==> config.mk <==
export PLATFORM = sky130hd
export DESIGN_NAME = ucg_top
export DESIGN_NICKNAME = d
export VERILOG_FILES = /design/src/ucg_pkg.sv /design/src/ucg_clk_if.sv /design/src/ucg_top.sv /design/src/ucg_clkgen.sv
export VERILOG_INCLUDE_DIRS = /design/src
export SDC_FILE = /design/constraint.sdc
export NUM_CORES = 1
export LEC_CHECK = 0
export ABC_AREA = 1
export ABC_CLOCK_PERIOD_IN_PS = 2700
export BUFFER_PORTS_ARGS = -buffer_cell sky130_fd_sc_hd__buf_2
export CAP_MARGIN = 20
export CORE_MARGIN = 2
export CORE_UTILIZATION = 45
export CTS_CLUSTER_DIAMETER = 150
export CTS_CLUSTER_SIZE = 20
export DETAILED_ROUTE_END_ITERATION = 16
export GPL_TIMING_DRIVEN = 0
export HOLD_SLACK_MARGIN = 0.03
export PLACE_DENSITY = 0.76
export SETUP_SLACK_MARGIN = 0.4
export SLEW_MARGIN = 20
export SYNTH_ARGS = -nofsm -noshare
export SYNTH_HDL_FRONTEND = slang
export SYNTH_HIERARCHICAL = 1
export SYNTH_SLANG_ARGS = --single-unit
==> constraint.sdc <==
create_clock -name i_sys_clk -period 2.7 [get_ports i_sys_clk]
set_input_delay 0.27 -clock i_sys_clk [delete_from_list [all_inputs] [get_ports i_sys_clk]]
set_output_delay 0.27 -clock i_sys_clk [all_outputs]
set_load 0.02 [all_outputs]
==> src/ucg_params.svh <==
// Offsets, field positions, reset values and timing counts of the clock/buffer core
`ifndef UCG_PARAMS_SVH
`define UCG_PARAMS_SVH
`define UCG_OFF_DATA      12'h000
`define UCG_OFF_STATUS    12'h004
`define UCG_OFF_CTRL      12'h008
`define UCG_OFF_BAUD_LO   12'h00c
`define UCG_OFF_BAUD_HI   12'h010
`define UCG_ST_RX_VALID   0
`define UCG_ST_FE         1
`define UCG_ST_OVR        2
`define UCG_ST_PE         3
`define UCG_ST_NINTH      4
`define UCG_ST_TX_EMPTY   5
`define UCG_CT_DOUBLE     0
`define UCG_CT_SYNC       1
`define UCG_CT_XDIR       2
`define UCG_CT_POL        3
`define UCG_CT_NINE       4
`define UCG_CT_PAR_EN     5
`define UCG_CT_PAR_ODD    6
`define UCG_CT_TXB8       7
`define UCG_CTRL_RST      8'h00
`define UCG_BAUD_RST      12'h000
`define UCG_DIV_NORMAL    5'd16
`define UCG_DIV_DOUBLE    5'd8
`define UCG_DIV_SYNC      5'd2
`endif

==> src/ucg_pkg.sv <==
// Types shared by the clock/buffer core
package ucg_pkg;
   typedef enum logic [1:0] {UCG_ASYNC_NORM, UCG_ASYNC_DBL, UCG_SYNC_MST, UCG_SYNC_SLV} ucg_mode_t;
   typedef enum logic [1:0] {UCG_RX_IDLE, UCG_RX_DATA, UCG_RX_PAR, UCG_RX_STOP} ucg_rx_st_t;
   typedef struct packed {
      logic [8:0] data;
      logic       fe;
      logic       ovr;
      logic       pe;
   } ucg_rx_ent_t;
endpackage

==> src/ucg_clk_if.sv <==
// Clock enables passed from the generator to the serial core
`timescale 1ns/10ps
`default_nettype none
interface ucg_clk_if;
   logic tx_en;
   logic rx_tick;
   logic smp_edge;
   logic chg_edge;
   ucg_pkg::ucg_mode_t mode;
   modport gen  (output tx_en, output rx_tick, output smp_edge, output chg_edge, output mode);
   modport core (input tx_en, input rx_tick, input smp_edge, input chg_edge, input mode);
endinterface
`default_nettype wire

==> src/ucg_top.sv <==
// Serial clock generation, transmit buffer and two-entry receive FIFO
//
// Operation
// - Counter reloads at zero or low-byte write
// - One tick per counter zero
// - Transmit clock divides tick by 16/8/2
// - Async receiver steps undivided tick, 16/8 states; sync samples on edges
// - Divisor is 12 bits from two registers
// - Normal async rate is clock/16(div+1)
// - Double speed: divide by 8, async only
// - Double speed uses 8 ticks per bit, one sample each
// - Sync select and pin direction pick mode
// - Transfer clock pin used only when synchronous
// - Master drives generated clock on pin
// - Slave clock synchronised and edge detected
// - Receive FIFO two deep, one read each
// - Flags and ninth bit stored per entry
// - Shift register holds third character until start
// - One transmit buffer allows back-to-back frames
// - Frame, overrun and parity errors detected
// - Polarity zero: change rising, sample falling
`timescale 1ns/10ps
`default_nettype none
`include "ucg_params.svh"
module ucg_top #(
   parameter int FIFO_DEPTH = 2
) (
   input  wire logic        i_sys_clk,
   input  wire logic        i_resetn,
   input  wire logic [11:0] s_axi_awaddr,
   input  wire logic        s_axi_awvalid,
   output logic             s_axi_awready,
   input  wire logic [31:0] s_axi_wdata,
   input  wire logic [3:0]  s_axi_wstrb,
   input  wire logic        s_axi_wvalid,
   output logic             s_axi_wready,
   output logic [1:0]       s_axi_bresp,
   output logic             s_axi_bvalid,
   input  wire logic        s_axi_bready,
   input  wire logic [11:0] s_axi_araddr,
   input  wire logic        s_axi_arvalid,
   output logic             s_axi_arready,
   output logic [31:0]      s_axi_rdata,
   output logic [1:0]       s_axi_rresp,
   output logic             s_axi_rvalid,
   input  wire logic        s_axi_rready,
   input  wire logic        i_rxd,
   output logic             o_txd,
   input  wire logic        i_xfer_clk_pin,
   output logic             o_xfer_clk_pin,
   output logic             o_xfer_clk_pin_oe
);
   typedef struct packed {
      logic [7:0]  ctrl;
      logic [11:0] baud;
      logic        aw_got;
      logic        w_got;
      logic [11:0] awaddr;
      logic [31:0] wdata;
      logic [3:0]  wstrb;
      logic        bvalid;
      logic        rvalid;
      logic [31:0] rdata;
      logic [8:0]  tx_buf;
      logic        tx_full;
      logic [11:0] tx_sh;
      logic [3:0]  tx_bits;
      logic [3:0]  tx_ph;
      logic        txd;
      logic [1:0]  rx_m1;
      logic        rx_s;
      ucg_pkg::ucg_rx_st_t rx_st;
      logic [3:0]  rx_ph;
      logic [3:0]  rx_idx;
      logic [8:0]  rx_sh;
      logic        rx_par;
      logic        rx_hold;
      logic        rx_ovr;
      ucg_pkg::ucg_rx_ent_t hold_ent;
      ucg_pkg::ucg_rx_ent_t [1:0] fifo;
      logic        rd_ptr;
      logic [1:0]  count;
   } ucg_top_st_t;
   ucg_top_st_t st_r, st_nxt;
   ucg_clk_if clk ();
   logic        wr_fire;
   logic        rd_fire;
   logic        pop;
   logic [3:0]  spb;
   logic        in_bit;
   logic        smp;
   logic        chg;
   logic        nbits;
   ucg_pkg::ucg_rx_ent_t done_ent;
   logic        done;
   logic        frame_ok;
   ucg_clkgen u_gen (
      .i_sys_clk   (i_sys_clk),
      .i_resetn    (i_resetn),
      .i_divisor   (st_r.baud),
      .i_div_lo_wr (wr_fire && st_r.awaddr == `UCG_OFF_BAUD_LO && st_r.wstrb[0]),
      .i_double    (st_r.ctrl[`UCG_CT_DOUBLE]),
      .i_sync      (st_r.ctrl[`UCG_CT_SYNC]),
      .i_xdir      (st_r.ctrl[`UCG_CT_XDIR]),
      .i_pol       (st_r.ctrl[`UCG_CT_POL]),
      .i_xck       (i_xfer_clk_pin),
      .o_xck       (o_xfer_clk_pin),
      .o_xck_oe    (o_xfer_clk_pin_oe),
      .clk         (clk)
   );
   assign s_axi_awready = !st_r.aw_got && !st_r.bvalid;
   assign s_axi_wready  = !st_r.w_got && !st_r.bvalid;
   assign s_axi_arready = !st_r.rvalid;
   assign s_axi_bvalid  = st_r.bvalid;
   assign s_axi_rvalid  = st_r.rvalid;
   assign s_axi_rdata   = st_r.rdata;
   assign s_axi_bresp   = 2'h0;
   assign s_axi_rresp   = 2'h0;
   assign o_txd         = st_r.txd;
   assign nbits         = st_r.ctrl[`UCG_CT_NINE];
   always_comb begin
      st_nxt   = st_r;
      done     = 1'b0;
      done_ent = '0;
      frame_ok = 1'b0;
      pop      = 1'b0;
      // Write address and data taken in either order
      if (s_axi_awvalid && s_axi_awready) begin
         st_nxt.aw_got = 1'b1;
         st_nxt.awaddr = {s_axi_awaddr[11:2], 2'h0};
      end
      if (s_axi_wvalid && s_axi_wready) begin
         st_nxt.w_got = 1'b1;
         st_nxt.wdata = s_axi_wdata;
         st_nxt.wstrb = s_axi_wstrb;
      end
      wr_fire = st_r.aw_got && st_r.w_got;
      if (wr_fire) begin
         st_nxt.aw_got = 1'b0;
         st_nxt.w_got  = 1'b0;
         st_nxt.bvalid = 1'b1;
         if (st_r.wstrb[0]) begin
            case (st_r.awaddr)
               `UCG_OFF_CTRL: st_nxt.ctrl = st_r.wdata[7:0];
               `UCG_OFF_BAUD_LO: st_nxt.baud[7:0] = st_r.wdata[7:0];
               `UCG_OFF_BAUD_HI: st_nxt.baud[11:8] = st_r.wdata[3:0];
               `UCG_OFF_DATA: begin
                  // Write while buffer full is dropped
                  if (!st_r.tx_full) begin
                     st_nxt.tx_buf  = {st_r.ctrl[`UCG_CT_TXB8], st_r.wdata[7:0]};
                     st_nxt.tx_full = 1'b1;
                  end
               end
               default: ;
            endcase
         end
      end
      if (st_r.bvalid && s_axi_bready) begin
         st_nxt.bvalid = 1'b0;
      end
      rd_fire = s_axi_arvalid && s_axi_arready;
      if (rd_fire) begin
         st_nxt.rvalid = 1'b1;
         case ({s_axi_araddr[11:2], 2'h0})
            `UCG_OFF_DATA: begin
               st_nxt.rdata = {24'h0, st_r.fifo[st_r.rd_ptr].data[7:0]};
               pop          = (st_r.count != 2'h0);
            end
            `UCG_OFF_STATUS: begin
               st_nxt.rdata = '0;
               st_nxt.rdata[`UCG_ST_RX_VALID] = (st_r.count != 2'h0);
               st_nxt.rdata[`UCG_ST_FE]       = st_r.fifo[st_r.rd_ptr].fe;
               st_nxt.rdata[`UCG_ST_OVR]      = st_r.fifo[st_r.rd_ptr].ovr;
               st_nxt.rdata[`UCG_ST_PE]       = st_r.fifo[st_r.rd_ptr].pe;
               st_nxt.rdata[`UCG_ST_NINTH]    = st_r.fifo[st_r.rd_ptr].data[8];
               st_nxt.rdata[`UCG_ST_TX_EMPTY] = !st_r.tx_full;
            end
            `UCG_OFF_CTRL:    st_nxt.rdata = {24'h0, st_r.ctrl};
            `UCG_OFF_BAUD_LO: st_nxt.rdata = {24'h0, st_r.baud[7:0]};
            `UCG_OFF_BAUD_HI: st_nxt.rdata = {28'h0, st_r.baud[11:8]};
            default:          st_nxt.rdata = '0;
         endcase
      end
      if (st_r.rvalid && s_axi_rready) begin
         st_nxt.rvalid = 1'b0;
      end
      // Transmitter: async uses divided enable, sync uses change edges
      chg = (clk.mode == ucg_pkg::UCG_SYNC_MST || clk.mode == ucg_pkg::UCG_SYNC_SLV) ? clk.chg_edge : clk.tx_en;
      if (chg) begin
         if (st_r.tx_bits != 4'h0) begin
            st_nxt.txd     = st_r.tx_sh[0];
            st_nxt.tx_sh   = {1'b1, st_r.tx_sh[11:1]};
            st_nxt.tx_bits = st_r.tx_bits - 4'h1;
         end else if (st_r.tx_full) begin
            // Reload straight after the stop bit, no idle gap
            st_nxt.txd     = 1'b0;
            st_nxt.tx_sh   = {2'b11, (st_r.ctrl[`UCG_CT_PAR_ODD] ^ ^st_r.tx_buf[7:0] ^ (nbits & st_r.tx_buf[8])),
                              nbits ? st_r.tx_buf : {1'b1, st_r.tx_buf[7:0]}};
            st_nxt.tx_bits = 4'd9 + {3'h0, nbits} + {3'h0, st_r.ctrl[`UCG_CT_PAR_EN]};
            if (!st_r.ctrl[`UCG_CT_PAR_EN] && !nbits) begin
               st_nxt.tx_sh[8] = 1'b1;
            end else if (!nbits) begin
               st_nxt.tx_sh[8] = st_r.ctrl[`UCG_CT_PAR_ODD] ^ ^st_r.tx_buf[7:0];
            end
            // Stop bit follows the last data or parity bit
            if (!nbits || !st_r.ctrl[`UCG_CT_PAR_EN]) begin
               st_nxt.tx_sh[9] = 1'b1;
            end
            st_nxt.tx_full = 1'b0;
         end else begin
            st_nxt.txd = 1'b1;
         end
      end
      // Receiver: async oversampled at the baud tick, sync on sample edges
      st_nxt.rx_m1 = {st_r.rx_m1[0], i_rxd};
      st_nxt.rx_s  = st_r.rx_m1[1];
      spb    = (clk.mode == ucg_pkg::UCG_ASYNC_DBL) ? 4'd7 : 4'd15;
      in_bit = st_r.rx_s;
      if (clk.mode == ucg_pkg::UCG_SYNC_MST || clk.mode == ucg_pkg::UCG_SYNC_SLV) begin
         smp = clk.smp_edge;
      end else begin
         smp = 1'b0;
         if (clk.rx_tick) begin
            if (st_r.rx_st == ucg_pkg::UCG_RX_IDLE && in_bit) begin
               st_nxt.rx_ph = 4'h0;
            end else if (st_r.rx_ph == spb) begin
               st_nxt.rx_ph = 4'h0;
            end else begin
               st_nxt.rx_ph = st_r.rx_ph + 4'h1;
            end
            smp = (st_r.rx_ph == (spb >> 1));
         end
      end
      if (smp) begin
         case (st_r.rx_st)
            ucg_pkg::UCG_RX_IDLE: begin
               if (!in_bit) begin
                  st_nxt.rx_st  = ucg_pkg::UCG_RX_DATA;
                  st_nxt.rx_idx = 4'h0;
                  st_nxt.rx_par = st_r.ctrl[`UCG_CT_PAR_ODD];
                  st_nxt.rx_hold = 1'b0;
                  st_nxt.rx_ovr = st_r.rx_hold;
               end
            end
            ucg_pkg::UCG_RX_DATA: begin
               st_nxt.rx_sh  = {in_bit, st_r.rx_sh[8:1]};
               st_nxt.rx_par = st_r.rx_par ^ in_bit;
               st_nxt.rx_idx = st_r.rx_idx + 4'h1;
               if (st_r.rx_idx == (nbits ? 4'd8 : 4'd7)) begin
                  st_nxt.rx_st = st_r.ctrl[`UCG_CT_PAR_EN] ? ucg_pkg::UCG_RX_PAR : ucg_pkg::UCG_RX_STOP;
               end
            end
            ucg_pkg::UCG_RX_PAR: begin
               st_nxt.rx_par = st_r.rx_par ^ in_bit;
               st_nxt.rx_st  = ucg_pkg::UCG_RX_STOP;
            end
            ucg_pkg::UCG_RX_STOP: begin
               frame_ok        = 1'b1;
               done_ent.data   = nbits ? st_r.rx_sh : {1'b0, st_r.rx_sh[8:1]};
               done_ent.fe     = !in_bit;
               done_ent.pe     = st_r.ctrl[`UCG_CT_PAR_EN] && st_r.rx_par;
               done_ent.ovr    = st_r.rx_ovr;
               st_nxt.rx_st    = ucg_pkg::UCG_RX_IDLE;
            end
            default: st_nxt.rx_st = ucg_pkg::UCG_RX_IDLE;
         endcase
      end
      // Third level waits in the shift stage while both entries are full
      if (frame_ok) begin
         st_nxt.hold_ent = done_ent;
         st_nxt.rx_hold  = 1'b1;
      end
      if (st_r.rx_hold && (st_r.count < 2'(FIFO_DEPTH) || pop)) begin
         done          = 1'b1;
         st_nxt.rx_hold = frame_ok;
      end
      if (done) begin
         st_nxt.fifo[st_r.rd_ptr ^ st_r.count[0]] = st_r.hold_ent;
      end
      if (pop) begin
         st_nxt.rd_ptr = !st_r.rd_ptr;
      end
      st_nxt.count = st_r.count + {1'b0, done} - {1'b0, pop};
   end
   always_ff @(posedge i_sys_clk) begin
      if (!i_resetn) begin
         st_r       <= '0;
         st_r.ctrl  <= `UCG_CTRL_RST;
         st_r.baud  <= `UCG_BAUD_RST;
         st_r.txd   <= 1'b1;
         st_r.rx_m1 <= 2'h3;
         st_r.rx_s  <= 1'b1;
      end else begin
         st_r <= st_nxt;
      end
   end
endmodule
`default_nettype wire

==> src/ucg_clkgen.sv <==
// Baud generator, mode dividers and external transfer clock sync
`timescale 1ns/10ps
`default_nettype none
`include "ucg_params.svh"
module ucg_clkgen (
   input  wire logic   i_sys_clk,
   input  wire logic   i_resetn,
   input  wire logic [11:0] i_divisor,
   input  wire logic   i_div_lo_wr,
   input  wire logic   i_double,
   input  wire logic   i_sync,
   input  wire logic   i_xdir,
   input  wire logic   i_pol,
   input  wire logic   i_xck,
   output logic        o_xck,
   output logic        o_xck_oe,
   ucg_clk_if.gen      clk
);
   typedef struct packed {
      logic [11:0] cnt;
      logic [3:0]  pre;
      logic        xo;
      logic        s1;
      logic        s2;
      logic        s3;
   } ucg_gen_st_t;
   ucg_gen_st_t st_r, st_nxt;
   logic        tick;
   logic [4:0]  div;
   logic        tx_m;
   logic        rise;
   logic        fall;
   logic        mst_rise;
   logic        mst_fall;
   always_comb begin
      st_nxt = st_r;
      tick   = (st_r.cnt == 12'h000);
      if (tick || i_div_lo_wr) begin
         st_nxt.cnt = i_divisor;
      end else begin
         st_nxt.cnt = st_r.cnt - 12'h001;
      end
      if (!i_sync) begin
         div = i_double ? `UCG_DIV_DOUBLE : `UCG_DIV_NORMAL;
      end else begin
         div = `UCG_DIV_SYNC;                                         // Double speed ignored
      end
      tx_m = 1'b0;
      if (tick) begin
         if ({1'b0, st_r.pre} == div - 5'd1) begin
            st_nxt.pre = 4'h0;
            tx_m       = 1'b1;
         end else begin
            st_nxt.pre = st_r.pre + 4'h1;
         end
      end
      // Pin toggles every tick: one pin period per bit, divide by 2
      mst_rise = tick && !st_r.xo;
      mst_fall = tick && st_r.xo;
      if (i_sync && i_xdir && tick) begin
         st_nxt.xo = !st_r.xo;
      end
      st_nxt.s1 = i_xck;
      st_nxt.s2 = st_r.s1;
      st_nxt.s3 = st_r.s2;
      rise = st_r.s2 && !st_r.s3;
      fall = !st_r.s2 && st_r.s3;
   end
   always_ff @(posedge i_sys_clk) begin
      if (!i_resetn) begin
         st_r <= '0;
      end else begin
         st_r <= st_nxt;
      end
   end
   always_comb begin
      if (!i_sync) begin
         clk.mode = i_double ? ucg_pkg::UCG_ASYNC_DBL : ucg_pkg::UCG_ASYNC_NORM;
      end else begin
         clk.mode = i_xdir ? ucg_pkg::UCG_SYNC_MST : ucg_pkg::UCG_SYNC_SLV;
      end
      clk.rx_tick = tick;
      clk.tx_en   = !i_sync && tx_m;
      // Polarity picks which edge samples; the other edge changes data
      if (i_sync && i_xdir) begin
         clk.smp_edge = i_pol ? mst_rise : mst_fall;
         clk.chg_edge = i_pol ? mst_fall : mst_rise;
      end else if (i_sync) begin
         clk.smp_edge = i_pol ? rise : fall;
         clk.chg_edge = i_pol ? fall : rise;
      end else begin
         clk.smp_edge = 1'b0;
         clk.chg_edge = 1'b0;
      end
   end
   assign o_xck    = st_r.xo;
   assign o_xck_oe = i_sync && i_xdir;
endmodule
`default_nettype wire

Word level (Yosys, flattened, before mapping)
Cells that the tools add are included.
{"block": "word_totals", "reg_bits": 186, "in_bits": 69, "out_inout_bits": 44, "wordCells": 218}
{"block": "op_classes", "n_addsub": 10, "n_lt_le_gt_ge": 4, "n_eq_ne": 20, "muxes": 63, "bitwise_logic": 9, "n_reduce_logical": 67}
{"op": "two-way mux 12 bit", "n": 6}
{"op": "equality test 10 x 2 -> 1 bit, second input constant", "n": 4}
{"op": "one-hot mux 8 bit (5 select lines)", "n": 1}
{"op": "two-way mux 17 bit", "n": 2}
{"op": "two-way mux 1 bit", "n": 32}
{"op": "bitwise mux 24 bit", "n": 1}
{"op": "zero test 12 bit", "n": 2}
{"op": "two-way mux 4 bit", "n": 6}
{"op": "AND reduction 3 bit", "n": 8}
{"op": "logical AND 1 bit", "n": 22}
{"op": "equality test 10 x 3 -> 1 bit, second input constant", "n": 2}
{"op": "two-way mux 9 bit", "n": 2}
{"op": "two-way mux 16 bit", "n": 1}
{"op": "zero test 1 bit", "n": 13}
{"op": "adder 4 x 1 -> 4 bit, second input constant", "n": 3}
{"op": "demux 12 bit (select 1 bit)", "n": 1}
{"op": "subtractor 12 x 1 -> 12 bit, second input constant", "n": 1}
{"op": "equality test 10 x 1 -> 1 bit, second input constant", "n": 1}
{"op": "zero test 10 bit", "n": 1}
{"op": "two-way mux 2 bit", "n": 5}
{"op": "two-way mux 5 bit", "n": 2}
{"op": "equality test 2 bit, second input constant", "n": 4}
{"op": "equality test 4 bit", "n": 2}
{"op": "one-hot mux 2 bit (4 select lines)", "n": 1}
{"op": "29 further kinds", "n": 50}

Logic depth before layout (Yosys ltp)
Gate-level depths: netlist of the first run.
{"block": "logic_depth", "word_depth": 10, "mapped_depth": 17, "depth_no_buf": 17}

Cells and area by module
Netlist of the first run, hierarchy kept.
{"module": "ucg_top", "n_inst": 1, "cells_each": 893, "area_each_um2": 6545.0, "seq_area_each_um2": 2842.7}
{"module": "ucg_clkgen", "n_inst": 1, "cells_each": 211, "area_each_um2": 1298.7, "seq_area_each_um2": 400.4}

Least setup slack after synthesis of the first run
OpenSTA, ideal clock, no wires.
{"block": "synth_path", "path_kind": "flip-flop to flip-flop", "from": "register u_gen/st_r[8] (netlist bit)", "to": "register st_r[29] (netlist bit)", "setup_time_ps": 121, "arrival_ps": 2067, "required_time_ps": 2579, "path_slack_ps": 511, "path_stages_with_launch": 17, "n_path_buf": 1, "synth_period_minus_slack_ps": 2189, "cell_sequence": "dfxtp_1 -> inv_1 -> ha_1 -> nand3_2 -> nor2_8 -> nand2_4 -> inv_1 -> inv_1 -> nor2_1 -> nand2_1 -> a21oi_1 -> nand3_1 -> o21ai_2 -> nand2_1 -> inv_1 -> buf_2 -> a21oi_1"}
{"block": "synth_via", "elab_chain_len": 6, "elab_cells_between_ends": 9, "classes_between": "mux: 6; reduce/logical: 3"}
{"element": "start, declared", "line": "ucg_clkgen.sv:27", "rtl": "ucg_gen_st_t st_r, st_nxt;"}
{"element": "start signal, assigned", "line": "ucg_clkgen.sv:73", "rtl": "st_r <= st_nxt;"}
{"element": "zero test 12 bit *", "line": "ucg_clkgen.sv:37", "rtl": "tick = (st_r.cnt == 12'h000);"}
{"element": "via clk.rx_tick", "line": "ucg_clk_if.sv:6", "rtl": "logic rx_tick;"}
{"element": "logical AND 1 bit, on equally long branches", "line": "ucg_clkgen.sv:59, ucg_clkgen.sv:58"}
{"element": "two-way mux 1 bit", "line": "ucg_clkgen.sv:86", "rtl": "clk.smp_edge = i_pol ? mst_rise : mst_fall;"}
{"element": "two-way mux 1 bit", "line": "ucg_clkgen.sv:85", "rtl": "if (i_sync && i_xdir) begin"}
{"element": "two-way mux 1 bit *", "line": "ucg_top.sv:219", "rtl": "if (clk.mode == ucg_pkg::UCG_SYNC_MST || clk.mode == ucg_pkg::UCG_SYNC_SLV) begin"}
{"element": "two-way mux 12 bit / two-way mux 1 bit (equally long branches)", "line": "ucg_top.sv:234", "rtl": "if (smp) begin"}
{"element": "end signal, assigned", "line": "ucg_top.sv:294", "rtl": "st_r <= st_nxt;"}
{"element": "end, declared", "line": "ucg_top.sv:84", "rtl": "ucg_top_st_t st_r, st_nxt;"}
The timed path passes the listed nets; every way through them passes the cells marked *.
A chain may end at the register's enable or synchronous reset.

Worst setup path in the final report of the first run
{"block": "layout_path", "from": "register u_gen/st_r[9] (netlist bit)", "to": "register st_r[50] (netlist bit)"}
{"block": "layout_via", "elab_chain_len": 6, "elab_cells_between_ends": 8, "classes_between": "mux: 4; reduce/logical: 4"}
{"element": "zero test 12 bit *", "line": "ucg_clkgen.sv:37"}
{"element": "via clk.rx_tick", "line": "ucg_clk_if.sv:6"}
{"element": "logical AND 1 bit, on equally long branches", "line": "ucg_clkgen.sv:59, ucg_clkgen.sv:58"}
{"element": "two-way mux 1 bit", "line": "ucg_clkgen.sv:86"}
{"element": "two-way mux 1 bit", "line": "ucg_clkgen.sv:85"}
{"element": "two-way mux 1 bit *", "line": "ucg_top.sv:219"}
{"element": "AND reduction 2 bit (no source line) *"}
Marked as above.

==> results of run 1 <==
-- kinds of logic (layout without fill, tap and decap cells) --
| family | Yosys count | count (layout) |
|---|---|---|
| adders and majority gates | 13 | 13 |
| AOI/OAI and AO/OA | 279 | 279 |
| DFF | 162 | 162 |
| and+or+nand+nor | 446 | 447 |
| xor gates and xnor gates | 12 | 12 |
| buffers and inverters | 191 | 293 |
| other | 1 | 29 |
-- layer usage --
layer	global-route usage	wire, um	up-vias	part of all wire
met5	0	0	-	0
met3	0.0556	1170	23	0.057
met2	0.372	9780	234	0.48
li1	-	-	3791	-
met4	0.0567	319	0	0.016
met1	0.293	9300	3413	0.45
-- synth_stat cells (all sizes together) --
| cell type | instances | area, um^2 |
|---|---|---|
| a22oi | 2 | 15.0 |
| o311ai | 1 | 8.76 |
| o211ai | 2 | 15.0 |
| nand2 | 190 | 761 |
| nand4 | 6 | 37.5 |
| dfxtp | 162 | 3240 |
| a21oi | 123 | 616 |
| xnor2 | 4 | 42.6 |
| clkinv | 3 | 16.3 |
| nand3b | 3 | 22.5 |
| ha | 13 | 163 |
| xor2 | 8 | 70.1 |
| nor3b | 1 | 7.51 |
| nor3 | 19 | 106 |
| or2 | 9 | 58.8 |
| nor2 | 152 | 619 |
| nand3 | 65 | 330 |
| o21a | 1 | 7.51 |
| a211oi | 9 | 67.6 |
| inv | 114 | 428 |
| buf | 44 | 337 |
| clkbuf | 30 | 113 |
| o22ai | 2 | 12.5 |
| o21ai | 137 | 704 |
| nor4 | 1 | 21.3 |
| o221ai | 2 | 17.5 |
| conb | 1 | 3.75 |
-- sequential cells by signal, summed over array words and instances, names as in the netlist --
register / flops
s_axi_rvalid: 1
u_gen/o_xck: 1
in_bit: 1
u_gen/st_nxt: 2
o_txd: 1
st_nxt: 2
s_axi_bvalid: 1
u_gen/st_r: 17
s_axi_rdata: 8
nbits: 1
st_r: 127
-- where the power goes --
part	switching [mW]	internal [mW]	total [mW]
Clock	1.04	1.31	2.34
Sequential	0.126	2.53	2.66
Combinational	0.893	0.547	1.44
-- area by class of cell --
class / instances / area (um^2)
Antenna cell: 1 / 2.50
Buffer: 74 / 460
Clock buffer: 19 / 443
Clock inverter: 13 / 125
Fill cell: 1609 / 7870
Inverter: 117 / 454
Multi-Input combinational cell: 779 / 3890
Sequential cell: 162 / 3250
Tap cell: 225 / 282
Timing Repair Buffer: 70 / 410
-- worst paths after layout --
path	endpoint	slack, ns
worst max-delay path	st_r[50]$_SDFFE_PN0P_	0.50
worst min register to register	st_nxt[61]$_SDFF_PN1_	0.41
worst max register to register	st_r[50]$_SDFFE_PN0P_	0.50
worst min-delay path	st_r[174]$_SDFFE_PN0P_	0.09
-- worst register-to-register path, stage by stage, from the launching register on --
cell      delay (ns)
dfxtp_2         0.32
inv_2           0.07
ha_4            0.15
nand3_4         0.10
nor2_8          0.16
nand2_4         0.08
inv_4           0.06
inv_2           0.04
nor2_2          0.13
nand2_2         0.08
a21oi_2         0.13
nand3_2         0.10
o21ai_4         0.12
buf_6           0.15
nand2_4         0.07
clkinv_4        0.09
buf_6           0.11
buf_4           0.09
a21oi_1         0.05
-- what timing repair did --
action                                  in CTS  in global routing
hold endpoints to repair                     3                  0
gates cloned                                 1                  0
endpoints found under the setup margin      44                 44
setup buffers                                6                  9
hold buffers                                 3                  0
resized for setup                           23                 26
pin swaps                                    3                  7
-- through the flow --
stage,instance area (um^2),utilization,instances,setup slack (ns)
final,9310,0.542,1460,0.496
after global routing,9310,0.542,1460,0.363
after CTS,9200,0.535,1450,0.376
after detailed placement,8490,0.494,1408,0.00342
after global placement,8490,0.494,1408,0.0385
after floorplan,7950,-,1131,0.511
==> metrics.txt, run 1 <==
HP Start=s_axi_awaddr[9]; Power Total=6.44 mW; Arr. time, crit path=2.52 ns; clock sinks=162; core region area=17200 um^2; DIE AREA=18500 um^2; initial antenna violation count=1; CTS Buf Count=17; vias in the first global route=6517; Worst-Margin Slew=0.704 ns; Rel. slew slack=0.529; Critical Path Slowest Stage Cell=dfxtp_2; final hold viol count=0; Yosys cell types=44; CTS tree=built; root buf cell=clkbuf_16; Crit path depth=18; CP Launch Type=flop; required time worst endpoint=3.02 ns; Syn Area/Cell=7.10 um^2; DRT antenna net count=0; IO Pins=113; pin count of the biggest net entering global routing=17; sequential element share of the synthesized area=0.413; VDD IR-drop max=544 uV; drt total wl=20600 um; Pins Over Slew Limit=0; max frequency=454 MHz; H-tree levels=4; mapped cell area=7840 um^2; period utilization=0.816; Die W=136 um; row count=48; clk buf depth=2; GRT overflow=0; unrepaired setup endpoints after global routing=true; most frequent cells in the layout=179 x nand2_1, 160 x dfxtp_1, 138 x nor2_1, 122 x a21oi_1, 117 x o21ai_0; DRT iter0 DRCs=584; critical path launch point=u_gen/st_r[9]$_SDFF_PN0_; initial core utilization=0.457; post-DR wirelength/cell=14.1 um; drt drc=0; Nets=1303; Clock Latency Late Sink=0.43 ns; clock period minus worst slack=2.20 ns; Layout Area Growth over Synthesis=18.7%; status=finished, final reports clean; Critical Path Fanout Max=6; Hold Crit Class=primary input to flop; Max Cap Violations=0; Seq cells post-synth=162; Vias per Instance=5.11; global-route usage over all layers=0.225; Post-Synth Adder-Cell Area=0.0207; largest family of logic cells by synthesized area=simple AND/OR/NAND/NOR gates; vias=7461; crit-path max cell delay=0.32 ns; Pwr Density=692 nW/um^2; routability cong.=0.894; Hold Slack=0.0887 ns; depth of the worst hold-timing path=3; layout cells sized above 1=0.164; critical path, cell by cell=inv_2 -> ha_4 -> nand3_4 -> nor2_8 -> nand2_4 -> inv_4 -> inv_2 -> nor2_2 -> nand2_2 -> a21oi_2 -> nand3_2 -> o21ai_4 -> buf_6 -> nand2_4 -> clkinv_4 -> buf_6 -> buf_4 -> a21oi_1; Synth Warn #=6; drt pass-1 iters=5; simple-gate portion of the synthesized area=0.250; clock slew at the register clock pins of the worst setup and hold paths=0.07 ns; # setup viols final=0; Top delay family on crit path=simple AND/OR/NAND/NOR gates; sum of negative setup slack=0 ns; Synth Area in Compound Gates=0.187; first-pass GRT wire length=32600 um; P_leak=4.03 nW; Buf/Inv on CP=7; Worst Clk Skew=0.0105 ns; WS Path Type=flop to flop; Cells after Synth=1104; commonest non-fill, non-tap cell in the layout=nand2_1; critical path endpoint category=flop; R2R cell count=18; Synth Area in XOR/XNOR=0.0144; mux share of post-synthesis cell area=0; R2R Path Start=u_gen/st_r[9]$_SDFF_PN0_; Die Ht=136 um; Final HPWL DP=14900 um; number of buffers added on ports=52
No activity file was read; power rests on OpenSTA's default activity.
==> inputs of run 2 (changes only) <==
ABC_CLOCK_PERIOD_IN_PS = 2000   (was 2700)
PLACE_DENSITY = 0.79   (was 0.76)
clock period = 2 ns   (was 2.7 ns; I/O delays follow)
==> run 2 against run 1 <==
The run now ends with setup timing left. Hold slack lost 0.052 ns. Register-to-register slack lost 0.61 ns. First-iteration DRC count grew 15%. Final area grew 9.7%. Die area is the same. Largest cell class unchanged. Largest power group unchanged. Highest routed layer unchanged.
==> metrics.txt, run 2 (synthesized netlist as in run 1, its figures left out) <==
initial antenna violation count=0; Final HPWL DP=14900 um; IO Pins=113; failing checks=setup timing; global-route usage over all layers=0.238; number of buffers added on ports=52; P_leak=4.35 nW; DRT antenna net count=0; initial core utilization=0.457; clock sinks=162; Die Ht=136 um; Top delay family on crit path=simple AND/OR/NAND/NOR gates; dpl cells=1408; commonest non-fill, non-tap cell in the layout=nand2_1; fin area=10200 um^2; Buf/Inv on CP=5; vias in the first global route=7114; Max Cap Violations=0; vias=7887; Worst Hold Path EP=st_r[171]$_SDFFE_PN0P_; crit-path max cell delay=0.32 ns; core region area=17200 um^2; Worst-Margin Slew=0.757 ns; # setup viols final=39; CTS Buf Count=17; CTS tree=built; Critical Path Slowest Stage Cell=dfxtp_2; Finished Layout Cells=1504; max frequency=472 MHz; VDD IR-drop max=749 uV; row count=48; status=finished with violations; Power Total=9.30 mW; CP Launch Type=flop; final hold viol count=0; root buf cell=clkbuf_16; Biggest register=st_r; Pwr Density=910 nW/um^2; drt pass-1 iters=6; depth of the worst hold-timing path=3; first-pass GRT wire length=34600 um; Nets=1348; Hold Slack=0.0363 ns; drt drc=0; Hold Crit Class=primary input to flop; DR top layer=met4; placed cell area=8650 um^2; routability cong.=0.919; Fillers=1439; pin count of the biggest net entering global routing=17; slack of the critical path=-0.118 ns; reg-to-reg endpoint=st_r[72]$_SDFFE_PN0P_; DIE AREA=18500 um^2; drt total wl=22800 um; total area of sequential cells=3270 um^2; GRT overflow=0; Pins Over Slew Limit=0; Vias per Instance=5.24; Clock Latency Late Sink=0.44 ns; clk buf depth=2; clock period minus worst slack=2.12 ns; routed wl met2=11100 um; multi-input logic area=4260 um^2; # diodes=0; utilization after layout=0.594; Layout Area Growth over Synthesis=30.2%; critical path, cell by cell=inv_2 -> ha_4 -> nand3_4 -> nor2_8 -> buf_4 -> buf_6 -> nand3_4 -> o21ai_4 -> nand2_2 -> nand2_2 -> o21ai_4 -> inv_4 -> nand2_1 -> xor2_1 -> o21ai_1 -> inv_1; period utilization=1.06; R2R Path Start=u_gen/st_r[9]$_SDFF_PN0_; layout cells sized above 1=0.259; clock slew at the register clock pins of the worst setup and hold paths=0.07 ns; Die W=136 um; critical path endpoint category=flop; post-DR wirelength/cell=15.2 um; Worst Clk Skew=0.00977 ns; Largest register FFs=127; HP Start=s_axi_awaddr[6]; R2R cell count=16; met3 routed WL=1870 um; Arr. time, crit path=2.44 ns; required time worst endpoint=2.32 ns; H-tree levels=4; DRT iter0 DRCs=673; unrepaired setup endpoints after global routing=true; Critical Path Fanout Max=4; reg2reg setup slack=-0.12 ns; Rel. slew slack=0.496; WS Path Type=flop to flop; met1 WL=9280 um; most frequent cells in the layout=174 x nand2_1, 147 x dfxtp_1, 128 x nor2_1, 104 x a21oi_1, 99 x inv_1
## run 2: cell types whose count changed in the layout (fill, tap and decap cells not counted), sizes merged
cell and change:
inv +4, nand2 -1, nand3 +1, dlygate4sd3 +3, buf +44, clkbuf -4, clkinv -2, diode -1
## run 2: metal layers
metal,global-route usage,vias up
met2,0.397,352
met5,0,-
met3,0.0570,55
met4,0.0891,0
met1,0.299,3603
li1,-,3877
## run 2: worst max path at each step
stage | to | cells after the start | start
floorplan | st_r[38]$_SDFFE_PN0P_ | 16 | u_gen/st_r[8]$_SDFF_PN0_
global placement | st_r[44]$_SDFFE_PN0P_ | 15 | u_gen/st_r[13]$_SDFF_PN0_
detailed placement | st_r[50]$_SDFFE_PN0P_ | 15 | u_gen/st_r[13]$_SDFF_PN0_
CTS | st_r[38]$_SDFFE_PN0P_ | 16 | u_gen/st_r[9]$_SDFF_PN0_
global route | st_r[72]$_SDFFE_PN0P_ | 16 | u_gen/st_r[9]$_SDFF_PN0_
finish | st_r[72]$_SDFFE_PN0P_ | 16 | u_gen/st_r[9]$_SDFF_PN0_
## run 2: layout make-up
type                    count  share of cell area
multi-input cells         779               0.417
flip-flops and latches    162               0.320
repair buffers            115              0.0820
plain buffers              74              0.0506
inverters                 117              0.0467
clock buffers              17              0.0417
well taps                 225              0.0276
clock inverters            15              0.0146
## run 2: metrics by stage
step / setup slack [ns] / setup TNS, ns
global route: -0.213 / -7.06
floorplan: 0.0437 / 0
detailed placement: -0.265 / -7.22
finish: -0.118 / -2.64
CTS: -0.0686 / -0.774
global placement: -0.257 / -6.81
## run 2: worst min-delay path: stages
cell and delay, ns:
buf_2 0.08, o21ai_0 0.08, nor2_1 0.08
## run 2: power breakdown
group | switching, mW | leakage, nW | internal (mW)
logic | 1.41 | 2.75 | 1.04
clock network | 1.48 | 0.278 | 1.75
registers | 0.190 | 1.32 | 3.42
total | 3.08 | 4.35 | 6.22
## run 2: repair_timing
item | in CTS | in global routing
setup endpoints to repair | 124 | 110
setup buffers | 37 | 16
pin swaps | 28 | 25
gates resized for setup | 76 | 87
hold buffers | 6 | 0
gates cloned | 3 | 2
endpoints found under the hold margin | 6 | 0
